--- config.mk ---
export PLATFORM = sky130hd
export DESIGN_NAME = nand_access_timing
export DESIGN_NICKNAME = d
export VERILOG_FILES = /design/src/logic/nand_timing_pkg.sv /design/src/logic/nand_access_timing.sv /design/src/logic/phase_timer.sv /design/src/logic/bus_sync.sv
export VERILOG_INCLUDE_DIRS = /design/src /design/src/logic
export SDC_FILE = /design/constraint.sdc
export NUM_CORES = 1
export LEC_CHECK = 0
export ABC_AREA = 1
export ABC_CLOCK_PERIOD_IN_PS = 3200
export BUFFER_PORTS_ARGS = -buffer_cell sky130_fd_sc_hd__buf_2
export CAP_MARGIN = 10
export CORE_UTILIZATION = 55
export CTS_CLUSTER_SIZE = 24
export DETAILED_ROUTE_END_ITERATION = 7
export GPL_TIMING_DRIVEN = 0
export PLACE_DENSITY = 0.85
export SLEW_MARGIN = 20
export SYNTH_ARGS = -nofsm -noshare
export SYNTH_HDL_FRONTEND = slang
export SYNTH_HIERARCHICAL = 1
export SYNTH_SLANG_ARGS = --single-unit
--- constraint.sdc ---
create_clock -name pclk -period 3.2 [get_ports pclk]
set_input_delay 0.64 -clock pclk [delete_from_list [all_inputs] [get_ports pclk]]
set_output_delay 0.64 -clock pclk [all_outputs]
set_load 0.01 [all_outputs]
--- src/logic/nand_timing_regs.svh ---
// Register offsets, field positions and reset values of the flash access timer
`ifndef NAND_TIMING_REGS_SVH
`define NAND_TIMING_REGS_SVH

// Register byte offsets
`define CFG_OFS        12'h000
`define ACC_OFS        12'h004
`define STAT_OFS       12'h008

// Timing configuration word
`define CFG_BITS       28
`define CFG_RST        28'hFFFFFFF

// Access request word
`define ACC_DATA_LSB   0
`define ACC_KIND_LSB   8

// Status word
`define STAT_BUSY_BIT  0
`define STAT_TURN_BIT  1
`define STAT_RD_LSB    8

// Counter widths and idle values
`define TMR_W          6
`define TMR_ZERO       6'h00
`define ACC_ZERO       4'h0

`endif

--- src/logic/nand_timing_pkg.sv ---
// Types shared by the flash access timer
package nand_timing_pkg;

    // Kind of a single asynchronous access
    typedef enum logic [1:0] {
        PH_CMD   = 2'h0,
        PH_ADDR  = 2'h1,
        PH_WDATA = 2'h2,
        PH_RDATA = 2'h3
    } phase_kind_t;

    // Access sequencer states
    typedef enum logic [4:0] {
        ST_IDLE   = 5'h01,
        ST_TURN   = 5'h02,
        ST_SETUP  = 5'h04,
        ST_STROBE = 5'h08,
        ST_HOLD   = 5'h10
    } seq_state_t;

    // Timing fields, each in cycles minus one
    typedef struct packed {
        logic [1:0] ta;
        logic [2:0] r_hold;
        logic [5:0] r_strobe;
        logic [3:0] r_setup;
        logic [2:0] w_hold;
        logic [5:0] w_strobe;
        logic [3:0] w_setup;
    } timing_cfg_t;

    // Flash-side output pins
    typedef struct packed {
        logic       cs_n;
        logic       we_n;
        logic       oe_n;
        logic       cle;
        logic       ale;
        logic       doe;
        logic [7:0] dout;
    } flash_pins_t;

endpackage

--- src/logic/nand_access_timing.sv ---
// Programmable asynchronous access timer for an 8-bit flash, APB slave
//
// Operation
// - Separate read and write timing fields kept
// - Operation goes command, address, then data
// - Command and address phases are write cycles
// - Data phase writes to program, reads to read
// - Field value N gives N+1 cycles
// - Turnaround between read and following write
//
// Local design decisions: the address map and register access over APB.
`timescale 1ns/1ps
`include "nand_timing_regs.svh"
module nand_access_timing
    import nand_timing_pkg::*;
(
    // Clock and reset
    input  wire logic        pclk,
    input  wire logic        presetn,
    // APB slave
    input  wire logic [11:0] paddr,
    input  wire logic        psel,
    input  wire logic        penable,
    input  wire logic        pwrite,
    input  wire logic [31:0] pwdata,
    output logic [31:0]      prdata,
    output logic             pready,
    output logic             pslverr,
    // Flash pins
    output flash_pins_t      pins,
    input  wire logic [7:0]  flash_din
);

    ////////////////////////////////////////////////////////////////////////
    // Declarations

    timing_cfg_t  cfg_r;          // Timing fields
    seq_state_t   st_r;           // Sequencer state
    seq_state_t   st_nxt;         // Next state
    phase_kind_t  kind_r;         // Kind of running access
    phase_kind_t  kind_nxt;       // Kind seen by next-state logic
    logic [7:0]   wdata_r;        // Byte to drive on writes
    logic [7:0]   rdata_r;        // Last byte read
    logic         last_rd_r;      // Previous access was a read
    logic [31:0]  prdata_r;       // Read data held for access phase
    logic [7:0]   din_s;          // Synchronised data inputs
    logic         tmr_load;       // Start a new phase
    logic [5:0]   tmr_val;        // Length of new phase minus one
    logic         tmr_zero;       // Current phase ends this cycle
    flash_pins_t  pins_r;         // Registered pin drive
    logic [5:0]   strobe_cnt_r;   // Helper: cycles spent in strobe

    ////////////////////////////////////////////////////////////////////////
    // APB decode

    wire         sel_cfg  = (paddr == `CFG_OFS);
    wire         sel_acc  = (paddr == `ACC_OFS);
    wire         sel_stat = (paddr == `STAT_OFS);
    wire         hit      = sel_cfg | sel_acc | sel_stat;
    wire         busy     = (st_r != ST_IDLE);
    // A new access waits in the access phase until the sequencer is idle
    wire         acc_hold = sel_acc & pwrite & busy;
    wire         xfer     = psel & penable & pready;
    wire         wr_cfg   = xfer & pwrite & sel_cfg;
    wire         start    = xfer & pwrite & sel_acc;
    wire [1:0]   kind_in  = pwdata[`ACC_KIND_LSB +: 2];

    assign pready  = ~(psel & penable & acc_hold);
    assign pslverr = psel & penable & ~hit;
    assign prdata  = prdata_r;

    // Read mux; unmapped addresses read zero
    wire [31:0] rd_mux =
        sel_cfg  ? {4'h0, cfg_r} :
        sel_stat ? {16'h0000, rdata_r, 6'h00, last_rd_r, busy} :
                   32'h0000_0000;

    // Read data is latched in the setup cycle, stable through access
    always_ff @(posedge pclk or negedge presetn) begin
        if (!presetn) begin
            prdata_r <= 32'h0000_0000;
        end else if (psel & ~penable & ~pwrite) begin
            prdata_r <= rd_mux;
        end
    end

    ////////////////////////////////////////////////////////////////////////
    // Registers

    // Read and write widths live in separate fields
    always_ff @(posedge pclk or negedge presetn) begin
        if (!presetn) begin
            cfg_r <= timing_cfg_t'(`CFG_RST);
        end else if (wr_cfg) begin
            cfg_r <= timing_cfg_t'(pwdata[`CFG_BITS-1:0]);
        end
    end

    // Latch each single access request; one phase per write
    always_ff @(posedge pclk or negedge presetn) begin
        if (!presetn) begin
            kind_r  <= PH_CMD;
            wdata_r <= 8'h00;
        end else if (start) begin
            kind_r  <= phase_kind_t'(kind_in);
            wdata_r <= pwdata[`ACC_DATA_LSB +: 8];
        end
    end

    ////////////////////////////////////////////////////////////////////////
    // Phase lengths

    assign kind_nxt = start ? phase_kind_t'(kind_in) : kind_r;
    wire is_rd = (kind_nxt == PH_RDATA);

    // Read fields for reads, write fields for everything else
    wire [5:0] setup_n  = is_rd ? 6'(cfg_r.r_setup)  : 6'(cfg_r.w_setup);
    wire [5:0] strobe_n = is_rd ? cfg_r.r_strobe     : cfg_r.w_strobe;
    wire [5:0] hold_n   = is_rd ? 6'(cfg_r.r_hold)   : 6'(cfg_r.w_hold);
    wire [5:0] ta_n     = 6'(cfg_r.ta);

    // Timer holds N then counts to zero: N+1 cycles per phase
    phase_timer #(
        .W        (`TMR_W)
    ) phase_timer_inst (
        .pclk     (pclk),
        .presetn  (presetn),
        .load     (tmr_load),
        .load_val (tmr_val),
        .zero     (tmr_zero)
    );

    // Data inputs come from the pins and are synchronised first
    bus_sync #(
        .W        (8)
    ) bus_sync_inst (
        .pclk     (pclk),
        .presetn  (presetn),
        .async_in (flash_din),
        .sync_out (din_s)
    );

    ////////////////////////////////////////////////////////////////////////
    // Sequencer

    // Next state and timer load; phases run in fixed order
    always_comb begin
        st_nxt   = st_r;
        tmr_load = 1'b0;
        tmr_val  = `TMR_ZERO;
        unique case (st_r)
            ST_IDLE: begin
                if (start && !is_rd && last_rd_r) begin
                    // Write after read: let the flash release the bus
                    st_nxt   = ST_TURN;
                    tmr_load = 1'b1;
                    tmr_val  = ta_n;
                end else if (start) begin
                    st_nxt   = ST_SETUP;
                    tmr_load = 1'b1;
                    tmr_val  = setup_n;
                end
            end
            ST_TURN: begin
                if (tmr_zero) begin
                    st_nxt   = ST_SETUP;
                    tmr_load = 1'b1;
                    tmr_val  = setup_n;
                end
            end
            ST_SETUP: begin
                if (tmr_zero) begin
                    st_nxt   = ST_STROBE;
                    tmr_load = 1'b1;
                    tmr_val  = strobe_n;
                end
            end
            ST_STROBE: begin
                if (tmr_zero) begin
                    st_nxt   = ST_HOLD;
                    tmr_load = 1'b1;
                    tmr_val  = hold_n;
                end
            end
            ST_HOLD: begin
                if (tmr_zero) begin
                    st_nxt = ST_IDLE;
                end
            end
            default: begin
                // Illegal code: return to idle
                st_nxt = ST_IDLE;
            end
        endcase
    end

    // Pin drive for a given state: select over the whole access, strobe
    // only in its phase, data driven only by writes
    function automatic flash_pins_t drive(seq_state_t s, phase_kind_t k,
                                          logic [7:0] d);
        flash_pins_t p;
        logic        act;
        act    = (s == ST_SETUP) || (s == ST_STROBE) || (s == ST_HOLD);
        p.cs_n = ~act;
        p.we_n = ~((s == ST_STROBE) && (k != PH_RDATA));
        p.oe_n = ~((s == ST_STROBE) && (k == PH_RDATA));
        p.cle  = act && (k == PH_CMD);
        p.ale  = act && (k == PH_ADDR);
        p.doe  = act && (k != PH_RDATA);
        p.dout = d;
        return p;
    endfunction

    wire [7:0] wdata_nxt = start ? pwdata[`ACC_DATA_LSB +: 8] : wdata_r;

    // State, pins and turnaround memory
    always_ff @(posedge pclk or negedge presetn) begin
        if (!presetn) begin
            st_r      <= ST_IDLE;
            pins_r    <= drive(ST_IDLE, PH_CMD, 8'h00);
            last_rd_r <= 1'b0;
        end else begin
            st_r   <= st_nxt;
            pins_r <= drive(st_nxt, kind_nxt, wdata_nxt);
            if (st_r == ST_HOLD && tmr_zero) begin
                last_rd_r <= (kind_r == PH_RDATA);
            end
        end
    end

    // Sample read data in the last strobe cycle. The synchroniser adds two
    // cycles, so the read strobe must cover access time plus two cycles.
    always_ff @(posedge pclk or negedge presetn) begin
        if (!presetn) begin
            rdata_r <= 8'h00;
        end else if (st_r == ST_STROBE && tmr_zero && kind_r == PH_RDATA) begin
            rdata_r <= din_s;
        end
    end

    assign pins = pins_r;

    ////////////////////////////////////////////////////////////////////////
    // Checks

    // Helper: count cycles spent in strobe
    always_ff @(posedge pclk or negedge presetn) begin
        if (!presetn) begin
            strobe_cnt_r <= `TMR_ZERO;
        end else if (st_r == ST_STROBE) begin
            strobe_cnt_r <= strobe_cnt_r + 6'h01;
        end else begin
            strobe_cnt_r <= `TMR_ZERO;
        end
    end

    property p_cfg_split;
        @(posedge pclk) disable iff (!presetn)
        wr_cfg |=> (cfg_r.r_strobe == $past(pwdata[22:17])) &&
                   (cfg_r.w_strobe == $past(pwdata[9:4]));
    endproperty
    a_cfg_split: assert property (p_cfg_split)
        else $error("timing fields not stored separately");

    property p_latch_excl;
        @(posedge pclk) disable iff (!presetn)
        !(pins.cle && pins.ale);
    endproperty
    a_latch_excl: assert property (p_latch_excl)
        else $error("command and address latch both high");

    property p_cmd_is_write;
        @(posedge pclk) disable iff (!presetn)
        (st_r == ST_STROBE && kind_r != PH_RDATA) |->
            (!pins.we_n && pins.oe_n && pins.doe);
    endproperty
    a_cmd_is_write: assert property (p_cmd_is_write)
        else $error("write access without write strobe");

    property p_read_strobe;
        @(posedge pclk) disable iff (!presetn)
        (st_r == ST_STROBE && kind_r == PH_RDATA) |->
            (!pins.oe_n && pins.we_n && !pins.doe);
    endproperty
    a_read_strobe: assert property (p_read_strobe)
        else $error("read access drives bus or lacks read strobe");

    property p_strobe_len;
        @(posedge pclk) disable iff (!presetn)
        (st_r == ST_STROBE && st_nxt == ST_HOLD) |-> (strobe_cnt_r == strobe_n);
    endproperty
    a_strobe_len: assert property (p_strobe_len)
        else $error("strobe phase not N+1 cycles");

    property p_setup_zero;
        @(posedge pclk) disable iff (!presetn)
        ($rose(st_r == ST_SETUP) && setup_n == 6'h00) |=> (st_r == ST_STROBE);
    endproperty
    a_setup_zero: assert property (p_setup_zero)
        else $error("setup of zero not one cycle");

    property p_turn;
        @(posedge pclk) disable iff (!presetn)
        (st_r == ST_IDLE && start && last_rd_r && !is_rd) |=>
            (st_r == ST_TURN && !pins.doe) [*1] ##0 (pins.cs_n);
    endproperty
    a_turn: assert property (p_turn)
        else $error("write after read skipped turnaround");

    property p_cs_active;
        @(posedge pclk) disable iff (!presetn)
        (st_r == ST_SETUP || st_r == ST_STROBE || st_r == ST_HOLD) |-> !pins.cs_n;
    endproperty
    a_cs_active: assert property (p_cs_active)
        else $error("chip select inactive during access");

    property p_order;
        @(posedge pclk) disable iff (!presetn)
        (st_r == ST_STROBE) ##1 (st_r != ST_STROBE) |-> (st_r == ST_HOLD);
    endproperty
    a_order: assert property (p_order)
        else $error("strobe not followed by hold");

endmodule

--- src/logic/phase_timer.sv ---
// Down counter that times one access phase
`timescale 1ns/1ps
module phase_timer #(
    parameter int W = 6
) (
    // Clock and reset
    input  wire logic         pclk,
    input  wire logic         presetn,
    // Control
    input  wire logic         load,
    input  wire logic [W-1:0] load_val,
    // Status
    output logic              zero
);
    logic [W-1:0] cnt_r;   // Cycles left in phase

    // Load wins; otherwise count down to zero and stay there
    always_ff @(posedge pclk or negedge presetn) begin
        if (!presetn) begin
            cnt_r <= '0;
        end else if (load) begin
            cnt_r <= load_val;
        end else if (cnt_r != '0) begin
            cnt_r <= cnt_r - W'(1);
        end
    end

    assign zero = (cnt_r == '0);
endmodule

--- src/logic/bus_sync.sv ---
// Two-stage synchroniser for the flash data inputs
`timescale 1ns/1ps
module bus_sync #(
    parameter int W = 8
) (
    // Clock and reset
    input  wire logic         pclk,
    input  wire logic         presetn,
    // Pins and synchronised copy
    input  wire logic [W-1:0] async_in,
    output logic [W-1:0]      sync_out
);
    logic [W-1:0] meta_r;   // First stage, read only by second

    // Two flops, nothing looks at the first
    always_ff @(posedge pclk or negedge presetn) begin
        if (!presetn) begin
            meta_r   <= '0;
            sync_out <= '0;
        end else begin
            meta_r   <= async_in;
            sync_out <= meta_r;
        end
    end
endmodule

==> results of run 1 <==
## metrics by stage
step	cell area [um2]	hold slack, ns
final	5630	0.169
after detailed placement	5430	0.339
after floorplan	4780	0.331
after global placement	5400	0.331
after global routing	5630	0.183
after CTS	5630	0.173
## flip-flops by register name, summed over array words and instances, names as in the netlist
name                    count
last_rd_r                   1
pins                       14
bus_sync_inst/meta_r        8
bus_sync_inst/sync_out      8
rdata_r                     8
prdata                     28
phase_timer_inst/cnt_r      6
st_r                        5
cfg_r                      28
kind_r                      2
## power breakdown
| part | total, W | internal, W | switching [W] |
|---|---|---|---|
| Combinational | 0.000299 | 0.000115 | 0.000184 |
| Sequential | 0.00146 | 0.00142 | 0.0000391 |
| Clock | 0.000832 | 0.000310 | 0.000522 |
## cell type report
| class | count | area (um2) |
|---|---|---|
| Fill cell | 654 | 2670 |
| Multi-Input combinational cell | 308 | 1660 |
| Sequential cell | 108 | 2740 |
| Inverter | 69 | 259 |
| Timing Repair Buffer | 97 | 514 |
| Tap cell | 105 | 131 |
| Clock inverter | 7 | 77.6 |
| Clock buffer | 9 | 124 |
| Buffer | 22 | 126 |
## cell families (layout without fill, tap and decap cells)
kind of cell | count (synthesis) | count (layout) | share of synthesized area
multiplexers | 12 | 12 | 0.0283
adder cells (fa/ha/maj) | 2 | 2 | 0.00524
buffers and inverters | 91 | 204 | 0.0808
flip-flops | 108 | 108 | 0.575
AO/OA/AOI/OAI | 94 | 94 | 0.110
AND/OR/NAND/NOR | 195 | 195 | 0.198
other | 1 | 4 | 0.000786
XOR/XNOR | 1 | 1 | 0.00184
## cell usage in the layout, fill, tap and decap left out, types with 3 or more instances in the layout
| cell | netlist | final |
|---|---|---|
| clkbuf_1 | 9 | 9 |
| conb_1 | 1 | 4 |
| dfstp_2 | 32 | 32 |
| nand2_1 | 90 | 90 |
| nand2_4 | 3 | 3 |
| o22ai_1 | 10 | 10 |
| clkbuf_8 | 0 | 9 |
| nand2_2 | 4 | 4 |
| nand3_1 | 21 | 21 |
| nand4_1 | 7 | 7 |
| dfrtp_1 | 76 | 76 |
| mux2_2 | 12 | 12 |
| nand3_2 | 3 | 3 |
| o31ai_1 | 14 | 14 |
| buf_6 | 3 | 4 |
| nor2_2 | 5 | 5 |
| buf_4 | 4 | 4 |
| a21oi_1 | 32 | 32 |
| buf_2 | 5 | 100 |
| inv_6 | 0 | 3 |
| o21ai_1 | 15 | 15 |
| o21ai_0 | 20 | 20 |
| nor2_1 | 49 | 49 |
| inv_1 | 66 | 66 |
## critical path, delay by kind of cell
kind                   cells  cell delay, ns
and+or+nand+nor            5            0.94
buffers and inverters      2            0.24
## metal layers
layer  global-route usage  vias up  routed length, um
li1                     -     1851                  -
met1                0.342     1872               4540
met4                0.122        0                295
met3               0.0510       25                670
met5                    0        -                  0
met2                0.451      143               5740
## worst max path at each step
stage,startpoint,to,slack [ns],cells after the start
after floorplan,paddr[1],phase_timer_inst/cnt_r[0],1.07,11
after global placement,presetn,prdata[19],0.44,1
after detailed placement,paddr[1],phase_timer_inst/cnt_r[0],0.67,15
after CTS,paddr[1],pready,0.76,7
after global routing,paddr[1],pready,0.65,7
final,paddr[1],pready,0.75,7
==> metrics, run 1 <==
status=complete, no violations; CTS buffer count=9; R2R setup slack=0.93 ns; hpwl dp=8600 um; most common cell in the netlist=nand2_1; # nets final=674; CTS Hold Buffers Added=0; data required time of the worst path=2.56 ns; largest net degree at the start of global routing=69; All-Layer GR Usage=0.271; Initial Util=0.575; cells after synthesis=504; Place WS=0.668 ns; Leak=2.93 nW; Slew HR=0.609; FP Rows=33; drt wl/cell=15.5 um; critical path endpoint category=output port; Unique masters post-synth=40; Clock Pin Slew Worst Setup and Hold Paths=0.10 ns; Syn Area/Cell=9.47 um2; vias per cell=5.37; startpoint types=input port; EDFF count, synth=0; Final Non-Filler Cells=725; CP Cell Sequence=buf_2 > nor2_2 > nand3_1 > nor2_4 > nand3_1 > or2_2 > buf_2; gr ovfl total=0; Final Hold Fails=0; register area share after synthesis=0.575; Ant. Diodes=0; Max VDD drop=0.000358 V; min Tclk post-route=2.45 ns; drt pass-1 iters=4; Post-CTS Resized=0; Setup TNS=0 ns; Finished Core Util=0.678; Synth top area share=0.399; ys flop type=dfrtp_1; initial antenna violation count=0; Clock Tree Buf Depth=2; CP Max Fanout=4; clock latency on the worst-skew pair=0.38 ns; Routed WL=11200 um; first-pass GRT wire length=18300 um; cell accounting for the most synthesized area=dfrtp_1; Worst Path Class, Setup=input port to output port; Vias=3891; Placeable Area=8300 um2; max-cap check violation count=0; Final WS setup=0.750 ns; Final setup viols=0; Detailed Route Iter0 Violations=260; post-CTS setup buffers=0; placed insts=709; reg2reg end=phase_timer_inst/cnt_r[0]; R2R Path Start=st_r[0]; Final Max Slew Viols=0; synth warn=6; share of cells above drive strength 1=0.316; Area Overhead vs Synth=18.0%; vias in the first global route=3902; fin crit share=0.766; die area=9050 um2; Pwr per Cell Area=460 nW/um2; GPL Wtd Cong=0.878; Worst path max stage delay=0.29 ns; I/O Pins=105; total power=0.00259 W; unrepaired setup endpoints after global routing=no; Detail Route Antenna Nets=0; clock sink total=108; Root Buffer=clkbuf_8; TritonCTS clock tree=done; die span in y=95.1 um; CP max stage cell=or2_2; Hold Crit Class=input port to asynchronous set/reset pin; Cell Area, Synth=4770 um2; clock skew=0.0142 ns; Worst-Margin Slew=0.586 ns; # H-tree levels=3; critical path arrival=1.81 ns; number of port buffers=96; residual DRC count=0; largest cells by area after synthesis=dfrtp_1 40%, dfstp_2 18%, nand2_1 7.1%; Fmax achieved=408 MHz; Yosys reg bits=108; top post-synthesis cells by count=90 x nand2_1, 76 x dfrtp_1, 66 x inv_1, 49 x nor2_1; FF-to-FF path depth=14; Die Width=95.1 um; share of flip-flops with an asynchronous set or reset=1.00
(Power assumes the default switching activity.)
==> run 2, diff against run 1 <==
--- a/config.mk
+++ b/config.mk
@@ -6,15 +6,15 @@
 export SDC_FILE = /design/constraint.sdc
 export NUM_CORES = 1
 export LEC_CHECK = 0
-export ABC_AREA = 1
-export ABC_CLOCK_PERIOD_IN_PS = 3200
+export ABC_AREA = 0
+export ABC_CLOCK_PERIOD_IN_PS = 2029
 export BUFFER_PORTS_ARGS = -buffer_cell sky130_fd_sc_hd__buf_2
 export CAP_MARGIN = 10
-export CORE_UTILIZATION = 55
+export CORE_UTILIZATION = 49
 export CTS_CLUSTER_SIZE = 24
 export DETAILED_ROUTE_END_ITERATION = 7
 export GPL_TIMING_DRIVEN = 0
-export PLACE_DENSITY = 0.85
+export PLACE_DENSITY = 0.8
 export SLEW_MARGIN = 20
 export SYNTH_ARGS = -nofsm -noshare
 export SYNTH_HDL_FRONTEND = slang
==> constraint.sdc (replaced) <==
create_clock -name pclk -period 2.03 [get_ports pclk]
set_input_delay 0.406 -clock pclk [delete_from_list [all_inputs] [get_ports pclk]]
set_output_delay 0.406 -clock pclk [all_outputs]
set_load 0.01 [all_outputs]
==> run 2 against run 1 <==
Effect of this change:
- global-route usage fell by 4.2 points
- die area rose by 9.0%
- cell area rose by 5.5%
- the run now ends with negative setup slack left
- highest routed layer unchanged
- critical path type is now flop to flop
==> metrics, run 2 <==
status=finished with violations; failing checks=negative setup slack; vias per cell=5.60 (+4.3%); All-Layer GR Usage=0.229 (-0.0420); Worst Hold Depth=1; Pint=0.00309 W (+68%); Final Hold Fails=0 (unchanged); Initial Util=0.505 (-0.0702); Worst-Margin Slew=0.583 ns (-0.00379 ns); CTS buffer count=9 (unchanged); largest cells by area after synthesis=dfrtp_1 41%, dfstp_2 18%, mux2_2 8.7%; Detail Route Antenna Nets=0 (unchanged); Slew HR=0.608 (-0.000956); WP depth=12 (+5); cell accounting for the most synthesized area=dfrtp_1; FP Rows=35 (+6.1%); cells after synthesis=373 (-26%); Post-Place Cell Area=5350 um2 (-1.5%); CP Buf/Inv Count=2 (unchanged); Unique masters post-synth=54 (+35%); residual DRC count=0 (unchanged); clock sink total=108 (unchanged); share of flip-flops with an asynchronous set or reset=1.00 (unchanged); synth warn=6 (unchanged); startpoint types=flop; initial antenna violation count=0 (unchanged); Die Width=99.3 um (+4.4%); TritonCTS clock tree=done; Pwr per Cell Area=727 nW/um2 (+58%); Cell Area, Synth=4640 um2 (-2.7%); critical path endpoint category=flop; gr ovfl total=0 (unchanged); Detailed Route Iter0 Violations=293 (+13%); EDFF count, synth=0 (unchanged); # fillers=709 (+8.4%); delay-heaviest family, CP=simple AND/OR/NAND/NOR gates; # nets final=574 (-15%); Worst path max stage delay=0.49 ns (+0.20 ns); # H-tree levels=3 (unchanged); top post-synthesis cells by count=76 x dfrtp_1, 57 x nand2_1, 36 x mux2_2, 32 x dfstp_2, 24 x mux2i_1; first-pass GRT wire length=17200 um (-6.2%); Placeable Area=9200 um2 (+11%); CP Max Fanout=6 (+2); max-cap check violation count=0 (unchanged); fin crit share=1.24; die span in y=99.3 um (+4.4%); drt wl/cell=17.5 um (+13%); Worst Path Class, Setup=flop to flop; CP Cell Sequence=inv_2 > ha_4 > or4b_4 > nor2_4 > nor2b_4 > and4b_1 > clkbuf_8 > a211oi_2 > o21ai_1 > o21ai_1 > o211ai_1 > a22o_1; CP max stage cell=or4b_4; Area Overhead vs Synth=27.9%; hpwl dp=7650 um (-11%); Yosys reg bits=108 (unchanged); Place WS=-0.848 ns (-1.52 ns); number of port buffers=96 (unchanged); Max VDD drop=0.000443 V (+24%); Routed WL=11000 um (-2.1%); most frequent cells in the layout=99 x buf_2, 76 x dfrtp_1, 54 x nand2_1; Finished Core Util=0.646 (-0.0327); min Tclk post-route=2.52 ns; Ant. Diodes=0 (unchanged); ys flop type=dfrtp_1; Switching Fraction=0.284 (-0.00398); critical path arrival=2.84 ns (+1.03 ns); Leak=2.87 nW (-1.9%); Clock Pin Slew Worst Setup and Hold Paths=0.11 ns (about the same); FF-to-FF path depth=12 (-2); Worst path most repeated cell=o21ai_1; I/O Pins=105 (unchanged); Synth top area share=0.410 (+0.0112); Final Instance Area=5940 um2 (+5.5%); largest net degree at the start of global routing=68 (-1.4%); Final Max Slew Viols=0 (unchanged); unrepaired setup endpoints after global routing=yes; register area share after synthesis=0.591 (+0.0161); Sw Pwr=0.00123 W (+65%); Vias=3533 (-9.2%); Final setup viols=24 (+24); clock latency on the worst-skew pair=0.38 ns (about the same); Clk pwr share=0.301 (-0.021); Hold Crit Class=input port to flop; drt pass-1 iters=4 (unchanged); clock skew=0.0124 ns (-0.00181 ns); Syn Area/Cell=12.4 um2 (+31%); GPL Wtd Cong=0.871 (-0.81%); vias in the first global route=3413 (-13%); commonest non-fill, non-tap cell in the layout=buf_2; most common cell in the netlist=dfrtp_1; share of cells above drive strength 1=0.510 (+0.193); part of the power in registers=0.531 (-0.032); die area=9870 um2 (+9.0%); Fmax achieved=397 MHz; Clock Tree Buf Depth=2 (unchanged); logic gate share of total power=0.168 (+0.052); Root Buffer=clkbuf_8; data required time of the worst path=2.35 ns (-0.21 ns); Final WS setup=-0.489 ns (-1.24 ns)
run 2: cell count changes after synthesis, moves of 15 or more:
cell / delta
a21oi_1: -30
mux2_2: +24
nand2_1: -33
a22o_1: +20
inv_1: -61
nand3_1: -18
mux2i_1: +24
nor2_1: -33
o21ai_1: -15
run 2: layout make-up:
class	instances	area [um2]	area share
plain buffers	22	141	0.0238
repair buffers	128	753	0.127
clock inverters	7	82.6	0.0139
inverters	5	18.8	0.00316
clock buffers	9	124	0.0209
multi-input cells	241	1940	0.326
flip-flops and latches	108	2740	0.462
well taps	111	139	0.0234
run 2: per-stage QoR:
stage,std cells,power (W),hold slack (ns),TNS (ns)
after floorplan,376,0.00262,0.110,-4.05
after global placement,583,0.00277,0.332,-60.26
after detailed placement,584,0.00281,0.336,-21.47
after CTS,615,0.00423,0.108,-4.89
after global routing,631,0.00448,0.0978,-8.43
final,631,0.00432,0.118,-6.82
run 2: power groups by stage:
stage                     sequential, W  clock (W)  combinational [W]
after CTS                       0.00229    0.00133           0.000615
after floorplan                 0.00232          0           0.000308
after global placement          0.00233          0           0.000444
after detailed placement        0.00233          0           0.000483
after global routing            0.00230    0.00140           0.000777
final                           0.00229    0.00130           0.000726
run 2: repair_timing:
item	CTS	global route
gates resized for setup	27	20
hold endpoints to repair	23	0
setup endpoints to repair	33	52
pin swaps	19	14
setup buffers	14	18
hold buffers	1	0
run 2: final timing paths:
| check | slack (ns) | start | endpoint |
|---|---|---|---|
| min | 0.12 | flash_din[7] | bus_sync_inst/meta_r[7] |
| min in group asynchronous | 0.49 | presetn | pins[8] |
| min reg2reg | 0.36 | bus_sync_inst/meta_r[2] | bus_sync_inst/sync_out[2] |
| max in group asynchronous | 0.84 | presetn | cfg_r[4] |
| max | -0.49 | phase_timer_inst/cnt_r[1] | phase_timer_inst/cnt_r[1] |
| max reg2reg | -0.49 | phase_timer_inst/cnt_r[1] | phase_timer_inst/cnt_r[1] |
run 2: worst reg2reg max path, cell delays in order (launching register included):
cell	delay [ns]
dfrtp_1	0.42
inv_2	0.09
ha_4	0.13
or4b_4	0.49
nor2_4	0.12
nor2b_4	0.19
and4b_1	0.24
clkbuf_8	0.16
a211oi_2	0.06
o21ai_1	0.14
o21ai_1	0.08
o211ai_1	0.14
a22o_1	0.21
run 2: logic make-up (layout without fill, tap and decap cells):
family | count (synthesis) | after routing | share of synthesized area
AOI/OAI and AO/OA | 66 | 66 | 0.108
xor gates and xnor gates | 3 | 3 | 0.00566
adders and majority gates | 2 | 2 | 0.00539
buffers and inverters | 27 | 171 | 0.0267
DFF | 108 | 108 | 0.591
muxes | 61 | 61 | 0.142
other | 1 | 4 | 0.000808
and+or+nand+nor | 105 | 105 | 0.120
run 2: routing by layer:
metal	up-vias	global-route usage	wire, um
met1	1777	0.301	4700
met4	0	0.0950	311
met3	30	0.0358	546
met5	-	0	0
met2	108	0.380	5450
li1	1618	-	-
